## src/vie_pkg.sv

```systemverilog
// Constants, register map and carrier types of the vectored interrupt block
package vie_pkg;
	// Word index of each register; byte address is four times the index
	localparam logic [9:0] VIE_IDX_PRIO = 10'h0F9;
	localparam logic [9:0] VIE_IDX_IRQ  = 10'h0FA;
	localparam logic [9:0] VIE_IDX_MASK = 10'h0FB;
	localparam logic [9:0] VIE_IDX_PINS = 10'h0FC;
	localparam int VIE_IDX_LSB = 2;
	localparam int VIE_IDX_MSB = 11;

	// Field positions
	localparam int VIE_EDGE_LINE2 = 7;
	localparam int VIE_EDGE_LINE0 = 6;
	localparam int VIE_GLOBAL_EN  = 7;
	localparam int VIE_LINES      = 6;

	// Reset values
	localparam logic [1:0] VIE_EDGE_RST = 2'h0;
	localparam logic [5:0] VIE_PEND_RST = 6'h00;
	localparam logic [5:0] VIE_MASK_RST = 6'h00;
	localparam logic [2:0] VIE_PRIO_RST = 3'h0;

	// Program-memory vector entries are two bytes apart
	localparam int VIE_VEC_STRIDE = 2;

	// Request line numbers
	localparam int VIE_LINE0 = 0;
	localparam int VIE_LINE1 = 1;
	localparam int VIE_LINE2 = 2;
	localparam int VIE_LINE3 = 3;
	localparam int VIE_LINE4 = 4;
	localparam int VIE_LINE5 = 5;

	// AHB-Lite transfer type bit that marks NONSEQ or SEQ
	localparam int VIE_HTRANS_ACTIVE = 1;

	// Context handed over by the core and saved by the machine cycle
	typedef struct packed {
		logic [15:0] pc;
		logic [7:0]  flags;
	} vie_ctx_type;

	// Request register layout
	typedef struct packed {
		logic [1:0] edge_sel;
		logic [5:0] pending;
	} vie_irq_type;
endpackage

```

## src/vie_ctrl.sv

```systemverilog
// Vectored interrupt controller with edge select, priority and AHB-Lite registers
// Behaviour
// - Software-set priority encoder picks pending request
// - Machine cycle disables interrupts, saves PC, flags
// - Vector bytes at 2n, 2n+1 form address
// - Requests recorded while masked; software polls them
// - Comparator one to line 2, two to 0
// - Lines 2 and 0: rising, falling or both
// - Edge code in bits 7:6 of register 250
// - Software reads external interrupt pin levels
// - Line 1 falling-edge pin, vector 2 and 3
// - Line 0 pin; lines 3-5 timers, detector
//
// Design decision made here: the AHB-Lite interface to the registers.
`timescale 1ns/100ps
`default_nettype none
module vie_ctrl
	import vie_pkg::*;
#(
	parameter int ADDR_W = 16
)(
	// Clock, reset, clock enable
	input  wire logic              hclk,
	input  wire logic              hresetn,
	input  wire logic              clk_en,
	// AHB-Lite slave
	input  wire logic              hsel,
	input  wire logic [31:0]       haddr,
	input  wire logic [1:0]        htrans,
	input  wire logic              hwrite,
	input  wire logic [2:0]        hsize,
	input  wire logic [31:0]       hwdata,
	input  wire logic              hready,
	output logic                   hreadyout,
	output logic [31:0]            hrdata,
	output logic                   hresp,
	// External pins and comparators
	input  wire logic              port3_bit1_pin,
	input  wire logic              port3_bit2_pin,
	input  wire logic              port3_bit3_pin,
	input  wire logic              comparator_one_event,
	input  wire logic              comparator_two_event,
	// Internal request pulses
	input  wire logic              timer16_event,
	input  wire logic              timer8_event,
	input  wire logic              low_voltage_detector,
	// Core sequencer
	input  wire logic              core_ready,
	input  wire logic              core_reenable,
	input  wire vie_ctx_type       core_ctx,
	output logic                   int_cycle_busy,
	output logic                   ctx_save,
	output vie_ctx_type            saved_ctx,
	output logic                   branch_valid,
	output logic [15:0]            branch_addr,
	// Program memory
	output logic                   pmem_rd,
	output logic [ADDR_W-1:0]      pmem_addr,
	input  wire logic [7:0]        pmem_data
);

	typedef enum {
		ST_IDLE,
		ST_SAVE,
		ST_VEC_HI,
		ST_VEC_LO,
		ST_LAST,
		ST_BRANCH
	} vie_state_type;

	// Cyclic priority search starting at the line software names
	function automatic logic [3:0] pick(input logic [5:0] req, input logic [2:0] start);
		logic [3:0] res;
		int         j;
		res = 4'h0;
		for (int i = VIE_LINES - 1; i >= 0; i--)
		begin
			j = (int'(start) + i) % VIE_LINES;
			if (req[j])
				res = {1'b1, 3'(j)};
		end
		return res;
	endfunction

	// Edge hit for a line whose rising select is own; falling taken when own is clear or other is set
	function automatic logic edge_hit(input logic own, input logic other, input logic prev,
		input logic cur);
		return (own & cur & ~prev) | ((~own | other) & prev & ~cur);
	endfunction

	vie_state_type state;
	vie_irq_type   irq;
	logic [5:0]    mask;
	logic          global_en;
	logic [2:0]    prio_start;
	logic [4:0]    sync1;
	logic [4:0]    sync2;
	logic [2:0]    prev_src;
	logic [2:0]    served;
	logic          dph_valid;
	logic          dph_write;
	logic [9:0]    dph_idx;
	logic [7:0]    vec_hi;

	logic [2:0]    src;
	logic [5:0]    hw_set;
	logic [5:0]    serve_clr;
	logic [3:0]    winner;
	logic          take;
	logic          wr_irq;
	logic          wr_mask;
	logic          wr_prio;
	logic          addr_phase;

	// Pins and comparators cross into hclk through two flip-flops
	always_ff @(posedge hclk or negedge hresetn)
	begin
		if (!hresetn)
		begin
			sync1 <= 5'h00;
			sync2 <= 5'h00;
		end
		else if (clk_en)
		begin
			sync1 <= {comparator_two_event, comparator_one_event,
				port3_bit3_pin, port3_bit2_pin, port3_bit1_pin};
			sync2 <= sync1;
		end
	end

	// Line sources: 0 = pin 2 or comparator two, 1 = pin 3, 2 = pin 1 or comparator one
	always_comb
	begin
		src[VIE_LINE0] = sync2[1] | sync2[4];
		src[VIE_LINE1] = sync2[2];
		src[VIE_LINE2] = sync2[0] | sync2[3];
	end

	always_ff @(posedge hclk or negedge hresetn)
	begin
		if (!hresetn)
			prev_src <= 3'h0;
		else if (clk_en)
			prev_src <= src;
	end

	always_comb
	begin
		hw_set[VIE_LINE0] = edge_hit(irq.edge_sel[0], irq.edge_sel[1],
			prev_src[VIE_LINE0], src[VIE_LINE0]);
		hw_set[VIE_LINE1] = prev_src[VIE_LINE1] & ~src[VIE_LINE1];
		hw_set[VIE_LINE2] = edge_hit(irq.edge_sel[1], irq.edge_sel[0],
			prev_src[VIE_LINE2], src[VIE_LINE2]);
		hw_set[VIE_LINE3] = timer16_event;
		hw_set[VIE_LINE4] = timer8_event;
		hw_set[VIE_LINE5] = low_voltage_detector;
	end

	// Bus: address phase taken when selected, active and the bus is ready
	assign addr_phase = hsel & htrans[VIE_HTRANS_ACTIVE] & hready & clk_en;
	// Stalls the bus while frozen so no data phase is lost
	assign hreadyout = clk_en;
	assign hresp = 1'b0;

	always_ff @(posedge hclk or negedge hresetn)
	begin
		if (!hresetn)
		begin
			dph_valid <= 1'b0;
			dph_write <= 1'b0;
			dph_idx   <= 10'h000;
		end
		else if (clk_en)
		begin
			dph_valid <= addr_phase;
			dph_write <= addr_phase & hwrite;
			dph_idx   <= haddr[VIE_IDX_MSB:VIE_IDX_LSB];
		end
	end

	assign wr_irq  = dph_write & clk_en & (dph_idx == VIE_IDX_IRQ);
	assign wr_mask = dph_write & clk_en & (dph_idx == VIE_IDX_MASK);
	assign wr_prio = dph_write & clk_en & (dph_idx == VIE_IDX_PRIO);

	// Read mux of register flops, so a read right after a write sees the new value
	always_comb
	begin
		hrdata = 32'h0000_0000;
		if (dph_valid && !dph_write)
		begin
			case (dph_idx)
				VIE_IDX_IRQ:  hrdata[7:0] = irq;
				VIE_IDX_MASK: hrdata[7:0] = {global_en, 1'b0, mask};
				VIE_IDX_PRIO: hrdata[2:0] = prio_start;
				VIE_IDX_PINS: hrdata[2:0] = {sync2[0], sync2[2], sync2[1]};
				default:      hrdata = 32'h0000_0000;
			endcase
		end
	end

	// Edge code and pending bits share one process; pending records regardless of mask, a new edge beats any clear
	always_ff @(posedge hclk or negedge hresetn)
	begin
		if (!hresetn)
		begin
			irq.edge_sel <= VIE_EDGE_RST;
			irq.pending  <= VIE_PEND_RST;
		end
		else if (clk_en)
		begin
			if (wr_irq)
			begin
				irq.edge_sel <= hwdata[VIE_EDGE_LINE2:VIE_EDGE_LINE0];
				irq.pending  <= hwdata[VIE_LINES-1:0] & ~serve_clr | hw_set;
			end
			else
				irq.pending <= irq.pending & ~serve_clr | hw_set;
		end
	end

	always_ff @(posedge hclk or negedge hresetn)
	begin
		if (!hresetn)
		begin
			mask       <= VIE_MASK_RST;
			prio_start <= VIE_PRIO_RST;
		end
		else
		begin
			if (wr_mask)
				mask <= hwdata[VIE_LINES-1:0];
			if (wr_prio)
				prio_start <= hwdata[2:0];
		end
	end

	// Global enable: the machine cycle wins over a software set in the same cycle
	always_ff @(posedge hclk or negedge hresetn)
	begin
		if (!hresetn)
			global_en <= 1'b0;
		else if (clk_en)
		begin
			if (take)
				global_en <= 1'b0;
			else if (core_reenable)
				global_en <= 1'b1;
			else if (wr_mask)
				global_en <= hwdata[VIE_GLOBAL_EN];
		end
	end

	// Only unmasked requests compete; polled systems keep all masked
	assign winner = pick(irq.pending & mask, prio_start);
	assign take   = clk_en & (state == ST_IDLE) & global_en & core_ready & winner[3];

	always_comb
	begin
		serve_clr = 6'h00;
		if (take)
			serve_clr[winner[2:0]] = 1'b1;
	end

	// Interrupt machine cycle
	always_ff @(posedge hclk or negedge hresetn)
	begin
		if (!hresetn)
			state <= ST_IDLE;
		else if (clk_en)
		begin
			case (state)
				ST_IDLE:   state <= take ? ST_SAVE : ST_IDLE;
				ST_SAVE:   state <= ST_VEC_HI;
				ST_VEC_HI: state <= ST_VEC_LO;
				ST_VEC_LO: state <= ST_LAST;
				ST_LAST:   state <= ST_BRANCH;
				ST_BRANCH: state <= ST_IDLE;
				default:   state <= ST_IDLE;
			endcase
		end
	end

	always_ff @(posedge hclk or negedge hresetn)
	begin
		if (!hresetn)
		begin
			served    <= 3'h0;
			saved_ctx <= '0;
		end
		else if (take)
		begin
			served    <= winner[2:0];
			saved_ctx <= core_ctx;
		end
	end

	// Vector fetch: entry n sits at 2n (upper byte) and 2n+1 (lower byte)
	always_ff @(posedge hclk or negedge hresetn)
	begin
		if (!hresetn)
			pmem_addr <= '0;
		else if (clk_en)
		begin
			if (state == ST_SAVE)
				pmem_addr <= ADDR_W'(int'(served) * VIE_VEC_STRIDE);
			else if (state == ST_VEC_HI)
				pmem_addr <= pmem_addr + ADDR_W'(1);
		end
	end

	// Memory answers one cycle after each read strobe
	always_ff @(posedge hclk or negedge hresetn)
	begin
		if (!hresetn)
		begin
			vec_hi      <= 8'h00;
			branch_addr <= 16'h0000;
		end
		else if (clk_en)
		begin
			if (state == ST_VEC_LO)
				vec_hi <= pmem_data;
			if (state == ST_LAST)
				branch_addr <= {vec_hi, pmem_data};
		end
	end

	assign pmem_rd        = clk_en & ((state == ST_VEC_HI) | (state == ST_VEC_LO));
	assign ctx_save       = clk_en & (state == ST_SAVE);
	assign branch_valid   = clk_en & (state == ST_BRANCH);
	assign int_cycle_busy = (state != ST_IDLE);

endmodule // vie_ctrl
`default_nettype wire

```

## config.mk

```make
export PLATFORM = sky130hd
export DESIGN_NAME = vie_ctrl
export DESIGN_NICKNAME = d
export VERILOG_FILES = /design/src/vie_pkg.sv /design/src/vie_ctrl.sv
export SDC_FILE = /design/constraint.sdc
export NUM_CORES = 1
export LEC_CHECK = 0
export BUFFER_PORTS_ARGS = -buffer_cell sky130_fd_sc_hd__clkbuf_2
export CORE_ASPECT_RATIO = 1.4
export CORE_MARGIN = 5
export CORE_UTILIZATION = 30
export CTS_CLUSTER_SIZE = 30
export DETAILED_ROUTE_END_ITERATION = 8
export SETUP_SLACK_MARGIN = 0.1
export SKIP_LAST_GASP = 1
export SLEW_MARGIN = 40
export SYNTH_ARGS = -nofsm -noshare
export SYNTH_HDL_FRONTEND = slang
export SYNTH_SLANG_ARGS = --single-unit
```

## constraint.sdc

```tcl
create_clock -name hclk -period 4.4 [get_ports hclk]
set_clock_uncertainty 0.2 [all_clocks]
set_input_delay 1.32 -clock hclk [delete_from_list [all_inputs] [get_ports hclk]]
set_output_delay 1.32 -clock hclk [all_outputs]
set_load 0.02 [all_outputs]
```

==> impl_metrics.tcl, run 1 <==
set metrics [dict create \
    gp_congestion 0.838 \
    slew_viol_final 0 \
    gr-total-overflow 0 \
    layout_setup_ws_ps 386 \
    hp-class "register to register" \
    vdd_drop_max_mv 0.370 \
    crit_fanout 4 \
    drc 0 \
    antenna_left 0 \
    cap_violations 0 \
    syn_inst 592 \
    dp_slack_ps 312 \
    avgSynthCellArea_sq_um 10.7 \
    synth_cell_types 76 \
    synthArstFlopShare 1.00 \
    power_switching_mw 1.03 \
    clk_pin_slew_worst_paths_ps 50 \
    routed_wirelength_mm 15.8 \
    die_x_microns 133 \
    p_seq_frac 0.390 \
    fin_crit_sh 0.912 \
    critPathLaunchType "register" \
    p_total_mw 3.45 \
    synthAdderAreaFrac 0.0296 \
    fin_hold_ws_ps 301 \
    dp.cells 977 \
    synth_top_family_by_area "multiplexers" \
    dieArea_sq_mm 0.0242 \
    ys_top_cells_by_count "dfrtp_1 (113), mux2_2 (61), nand2_1 (57)" \
    layout.cells.non_filler 1009 \
    hold_violations 0 \
    grt_pass1_vias 5028 \
    yosysTopAreaCellShare 0.445 \
    numClockSinks 113 \
    wl_met1_mm 6.47 \
    swShare 0.299 \
    synth_xor_area_frac 0.0203 \
    drive_above_1_share 0.386 \
    period_minus_slack_ps 4010 \
    clock_latency_ps 400 \
    synth_top_area_cell "dfrtp_1" \
    synthSimpleGateAreaFrac 0.152 \
    yosysWarnings 0 \
    fin_setup_tns_ps 0 \
    endpoint_kind "output pin" \
    antenna_cells 0 \
    ys_seq_area_frac 0.445 \
    post-cts-setup-buffers 0 \
    p_int_mw 2.42 \
    max_slew_margin 0.518 \
    setup-violations-final 0 \
    max-clock-path-buffers 2 \
    postCtsHoldBufs 0 \
    grt_pass1_wl_mm 26.2 \
    io_pins 211 \
    power_frac_comb 0.206 \
    critical_path_class "register to output pin" \
    antenna_found_initial 0 \
    wl_met3_microns 848 \
    crit_chain "nor3_1, nand4_1, nor4b_1, a22oi_1, a21oi_1, clkbuf_2" \
    track_usage 0.134 \
    highest_layer "met4" \
    route.met2.wl_mm 8.03 \
    final_util 0.375 \
    first_iter_violations 272 \
    yosys_register_bits 113 \
    portBuffers 135 \
    p_leak_nw 3.72 \
    synth_area_leaders "dfrtp_1 (45%), mux2_2 (11%), mux2_4 (5.0%), nand2_1 (3.4%), buf_4 (3.1%)" \
    hpwlAfterDp_mm 12.0 \
    synth_mux_area_frac 0.175 \
    power_density_mw_per_mm2 438 \
    worst_slew_pin_slew_ps 723 \
    via_per_inst 4.78 \
    fmax_ghz 0.249 \
    slowest_delay_ps 640 \
    netlist_area_sq_mm 0.00635 \
    route.detailed.wl_per_inst_microns 15.6 \
    cts_tree "built" \
    synth_compound_area_frac 0.117 \
    grt_max_degree 49 \
    synth_edf_count 0 \
    rsz0062_at_grt "false" \
    core_area_sq_mm 0.0210 \
    required_ps 2880 \
    finalInstanceArea_sq_mm 0.00789 \
    r2r_cells 14 \
    status "finished clean" \
    fp.dieH_microns 182 \
    n_fill_cell 2063 \
    yosysMostFrequentCell "dfrtp_1" \
    rows 63 \
    clock-root-buffer "clkbuf_16" \
    h-tree-depth 4 \
    start_util 0.302 \
    syn_to_final_growth_pct 24.2 \
    placed_area_sq_mm 0.00727 \
    cp_slowest_cell "nor4b_1" \
    synth_ff_type "dfrtp_1" \
    cp.arrival_ps 2490 \
    power_frac_clock 0.405 \
    min_path_cells 1 \
    finalNetCount 868 \
    dr.pass1.iters 4 \
    via_count 4821 \
    cts_buffers 17 \
]
-- sequential cells by signal (all words and copies together) (netlist names) --
name and cells:
served 3, vec_hi 8, prev_src 3, dph_write 1, irq 8, dph_idx 10
sync2 5, saved_ctx 24, branch_addr 16, global_en 1, prio_start 3, state 3
sync1 5, mask 6, pmem_addr 16, dph_valid 1
-- final timing paths --
check                      slack (ps)            end          start
setup / recovery                  390      hrdata[1]     dph_idx[9]
hold / removal                    300      vec_hi[2]      vec_hi[2]
setup reg to reg                  420       state[0]  prio_start[1]
hold reg to reg                   300      vec_hi[2]      vec_hi[2]
max in group asynchronous        2490         irq[0]        hresetn
min in group asynchronous         730  saved_ctx[23]        hresetn
-- kinds of logic after synthesis --
group                    Yosys count
AND/OR/NAND/NOR                  187
XOR/XNOR                          13
multiplexers                      93
other                              1
AO/OA/AOI/OAI                    103
flip-flops                       113
adder cells (fa/ha/maj)           15
buffers and inverters             67
-- worst max-delay path: cells and delay by family, from the launching register on --
family	cells	cell delay (ps)
and+or+nand+nor	3	1060
AOI/OAI and AO/OA	2	450
buffers and inverters	1	210
DFF	1	370
-- routing by layer --
layer / vias up / GRT usage
met2: 125 / 0.230
li1: 2356 / -
met4: 0 / 0.0503
met5: - / 0
met1: 2316 / 0.156
met3: 24 / 0.0416
-- power groups by stage --
stage          Sequential, mW  Combinational (mW)  Clock, mW
6_report                 1.34               0.710       1.40
5_1_grt                  1.37               0.787       1.48
4_1_cts                  1.35               0.723       1.43
3_5_place_dp             1.36               0.721          0
3_3_place_gp             1.35               0.713          0
2_1_floorplan            1.45               0.372          0
-- area by class of cell --
| cell class | instances | area, sq um | share of cell area |
|---|---|---|---|
| clock buffers | 19 | 443 | 0.0562 |
| repair buffers | 150 | 816 | 0.103 |
| inverters | 18 | 67.6 | 0.00857 |
| well taps | 260 | 325 | 0.0413 |
| flip-flops and latches | 113 | 2830 | 0.359 |
| clock inverters | 13 | 163 | 0.0206 |
| multi-input cells | 436 | 3240 | 0.411 |
-- repair_timing --
item                                    4_1_cts  5_1_grt
gates resized for setup                       0        4
hold endpoints to repair                      0        0
endpoints found under the setup margin        0        1
-- placed cells by master (no fill, tap or decap), types with 3 or more instances in the layout --
cell and instances:
clkbuf_2 134, dfrtp_1 112, mux2_2 61, nand2_1 57
nor2_1 43, conb_1 25, o21ai_0 23, mux2_4 21
a21oi_1 20, clkbuf_16 17, inv_1 16, nand3_1 14
ha_1 14, buf_4 14, mux2i_1 11, nand2b_1 11
nor3_1 9, xnor2_1 7, nand4_1 6, o211ai_1 6
nand3b_1 6, or3_1 6, clkinvlp_4 6, and2_1 5
nor2b_1 5, a211oi_1 5, o21ai_1 5, nor3b_1 4
xor2_1 4, nor3_2 3, a32oi_1 3, a31o_2 3
and3_1 3, a21boi_0 3, bufinv_16 3
No activity file was read; power rests on OpenSTA's default activity.
==> run 2, diff against run 1 <==
--- a/config.mk
+++ b/config.mk
@@ -6,7 +6,7 @@
 export NUM_CORES = 1
 export LEC_CHECK = 0
 export BUFFER_PORTS_ARGS = -buffer_cell sky130_fd_sc_hd__clkbuf_2
-export CORE_ASPECT_RATIO = 1.4
+export CAP_MARGIN = 20
 export CORE_MARGIN = 5
 export CORE_UTILIZATION = 30
 export CTS_CLUSTER_SIZE = 30
==> impl_metrics.tcl, run 2 (synthesis gave the netlist of run 1 again) <==
set metrics [dict create \
    status "finished clean" \
    drive_above_1_share 0.383 \
    period_minus_slack_ps 3980 \
    fin_hold_ws_ps 278 \
    largest_reg_flops 24 \
    h-tree-depth 4 \
    clock_latency_ps 410 \
    final_cell_mix "clkbuf_2 (134), dfrtp_1 (113), mux2_2 (61), nand2_1 (57), nor2_1 (43)" \
    antenna_cells 0 \
    worst_slew_pin_slew_ps 822 \
    route.detailed.wl_per_inst_microns 15.6 \
    antenna_left 0 \
    via_per_inst 4.70 \
    rr_endpoint "irq[0]" \
    holdPathEnd "served[1]" \
    critical_path_class "register to output pin" \
    required_ps 2880 \
    grt_max_degree 56 \
    fin_crit_sh 0.905 \
    slowest_delay_ps 660 \
    numClockSinks 113 \
    timing.rr.start "prio_start[1]" \
    top_register "saved_ctx" \
    hp-start "served[1]" \
    hp-class "register to register" \
    dr.pass1.iters 4 \
    drc 0 \
    critPathLaunchType "register" \
    fmax_ghz 0.251 \
    max_slew_margin 0.450 \
    final_common_cell "clkbuf_2" \
    p_leak_nw 3.70 \
    ff2ff_setup_slack_ps 440 \
    track_usage 0.135 \
    grt_pass1_vias 4968 \
    crit_fanout 4 \
    io_pins 211 \
    grt_pass1_wl_mm 26.1 \
    clk_pin_slew_worst_paths_ps 60 \
    start_util 0.303 \
    rsz0062_at_grt "false" \
    cap_violations 0 \
    crit_buf_inv 1 \
    die_x_microns 155 \
    multiInputGateArea_sq_mm 0.00324 \
    finalNetCount 869 \
    final-seq-area_sq_mm 0.00283 \
    cts_buffers 17 \
    n_fill_cell 2152 \
    gr-total-overflow 0 \
    fin_setup_tns_ps 0 \
    hold_violations 0 \
    cts_tree "built" \
    fp.dieH_microns 155 \
    vdd_drop_max_mv 0.286 \
    hpwlAfterDp_mm 12.0 \
    rows 53 \
    cp_slowest_cell "nor4b_1" \
    setup-violations-final 0 \
    post-cts-setup-buffers 0 \
    reg_top3 "saved_ctx (24), branch_addr (16), pmem_addr (16)" \
    antenna_found_initial 0 \
    routed_wirelength_mm 16.0 \
    max-clock-path-buffers 2 \
    core_area_sq_mm 0.0210 \
    cpLargestDelayFamily "simple AND/OR/NAND/NOR gates" \
    power_density_mw_per_mm2 427 \
    final_util 0.374 \
    dieArea_sq_mm 0.0242 \
    portBuffers 135 \
    r2r_cells 14 \
    p_total_mw 3.35 \
    via_count 4813 \
    syn_to_final_growth_pct 23.5 \
    cp.arrival_ps 2460 \
    min_path_cells 2 \
    crit_chain "nor3_1, nand4_1, nor4b_1, a22oi_1, a21oi_1, clkbuf_2" \
    endpoint_kind "output pin" \
    gp_congestion 0.821 \
    slew_viol_final 0 \
    clock-root-buffer "clkbuf_16" \
    first_iter_violations 224 \
]
run 2: cell types whose count changed in the layout (fill, tap and decap cells not counted):
cell	previous run	this run
a21oi_1	20	21
clkinv_2	2	3
buf_12	2	1
buf_4	14	16
a21oi_2	2	1
dfrtp_1	112	113
inv_6	0	2
bufinv_16	3	1
clkinvlp_4	6	4
dfrtp_2	1	0
clkbuf_1	1	2
run 2: where the power goes:
part | switching (mW) | leakage (nW) | internal, mW
Combinational | 0.416 | 2.03 | 0.293
Clock | 0.504 | 0.263 | 0.792
Sequential | 0.124 | 1.41 | 1.22
run 2: worst max path at each step:
| stage | start | endpoint | slack, ps | cells past startpoint |
|---|---|---|---|---|
| 2_1_floorplan | clk_en | ctx_save | 530 | 4 |
| 3_3_place_gp | prio_start[1] | state[0] | 450 | 14 |
| 3_5_place_dp | prio_start[0] | state[0] | 350 | 13 |
| 4_1_cts | prio_start[0] | state[0] | 320 | 13 |
| 5_1_grt | prio_start[0] | irq[0] | 110 | 14 |
| 6_report | dph_idx[9] | hrdata[2] | 420 | 6 |
run 2: final cells by class:
class                           instances  area share
Clock buffer                           20      0.0569
Tap cell                              275      0.0439
Timing Repair Buffer                  151       0.103
Sequential cell                       113       0.360
Multi-Input combinational cell        436       0.413
Clock inverter                         12      0.0140
Inverter                               18     0.00861
run 2: per-layer routing:
metal  global-route usage  wire length, microns  vias up
li1                     -                     -     2349
met3               0.0437                  1210       17
met2                0.213                  7450      138
met1                0.174                  7130     2309
met4               0.0471                   242        0
met5                    0                     0        -
run 2: stage by stage:
| step | worst slack, ps | cells | area, sq um |
|---|---|---|---|
| floorplan | 531 | 616 | 6440 |
| global placement | 449 | 993 | 7280 |
| detailed placement | 348 | 993 | 7280 |
| CTS | 325 | 1025 | 7840 |
| global route | 111 | 1025 | 7850 |
| finish | 418 | 1025 | 7850 |
run 2: timing repair:
action	in CTS	in global routing
endpoints found under the setup margin	0	4
hold buffers	0	0
gates resized for setup	0	2
run 2: worst register-to-register path: cells and delay by family, from the launching register on:
family / cells / cell delay (ps)
buffers and inverters: 3 / 490
and+or+nand+nor: 3 / 680
adders and majority gates: 2 / 610
AOI/OAI and AO/OA: 6 / 1500
DFF: 1 / 410
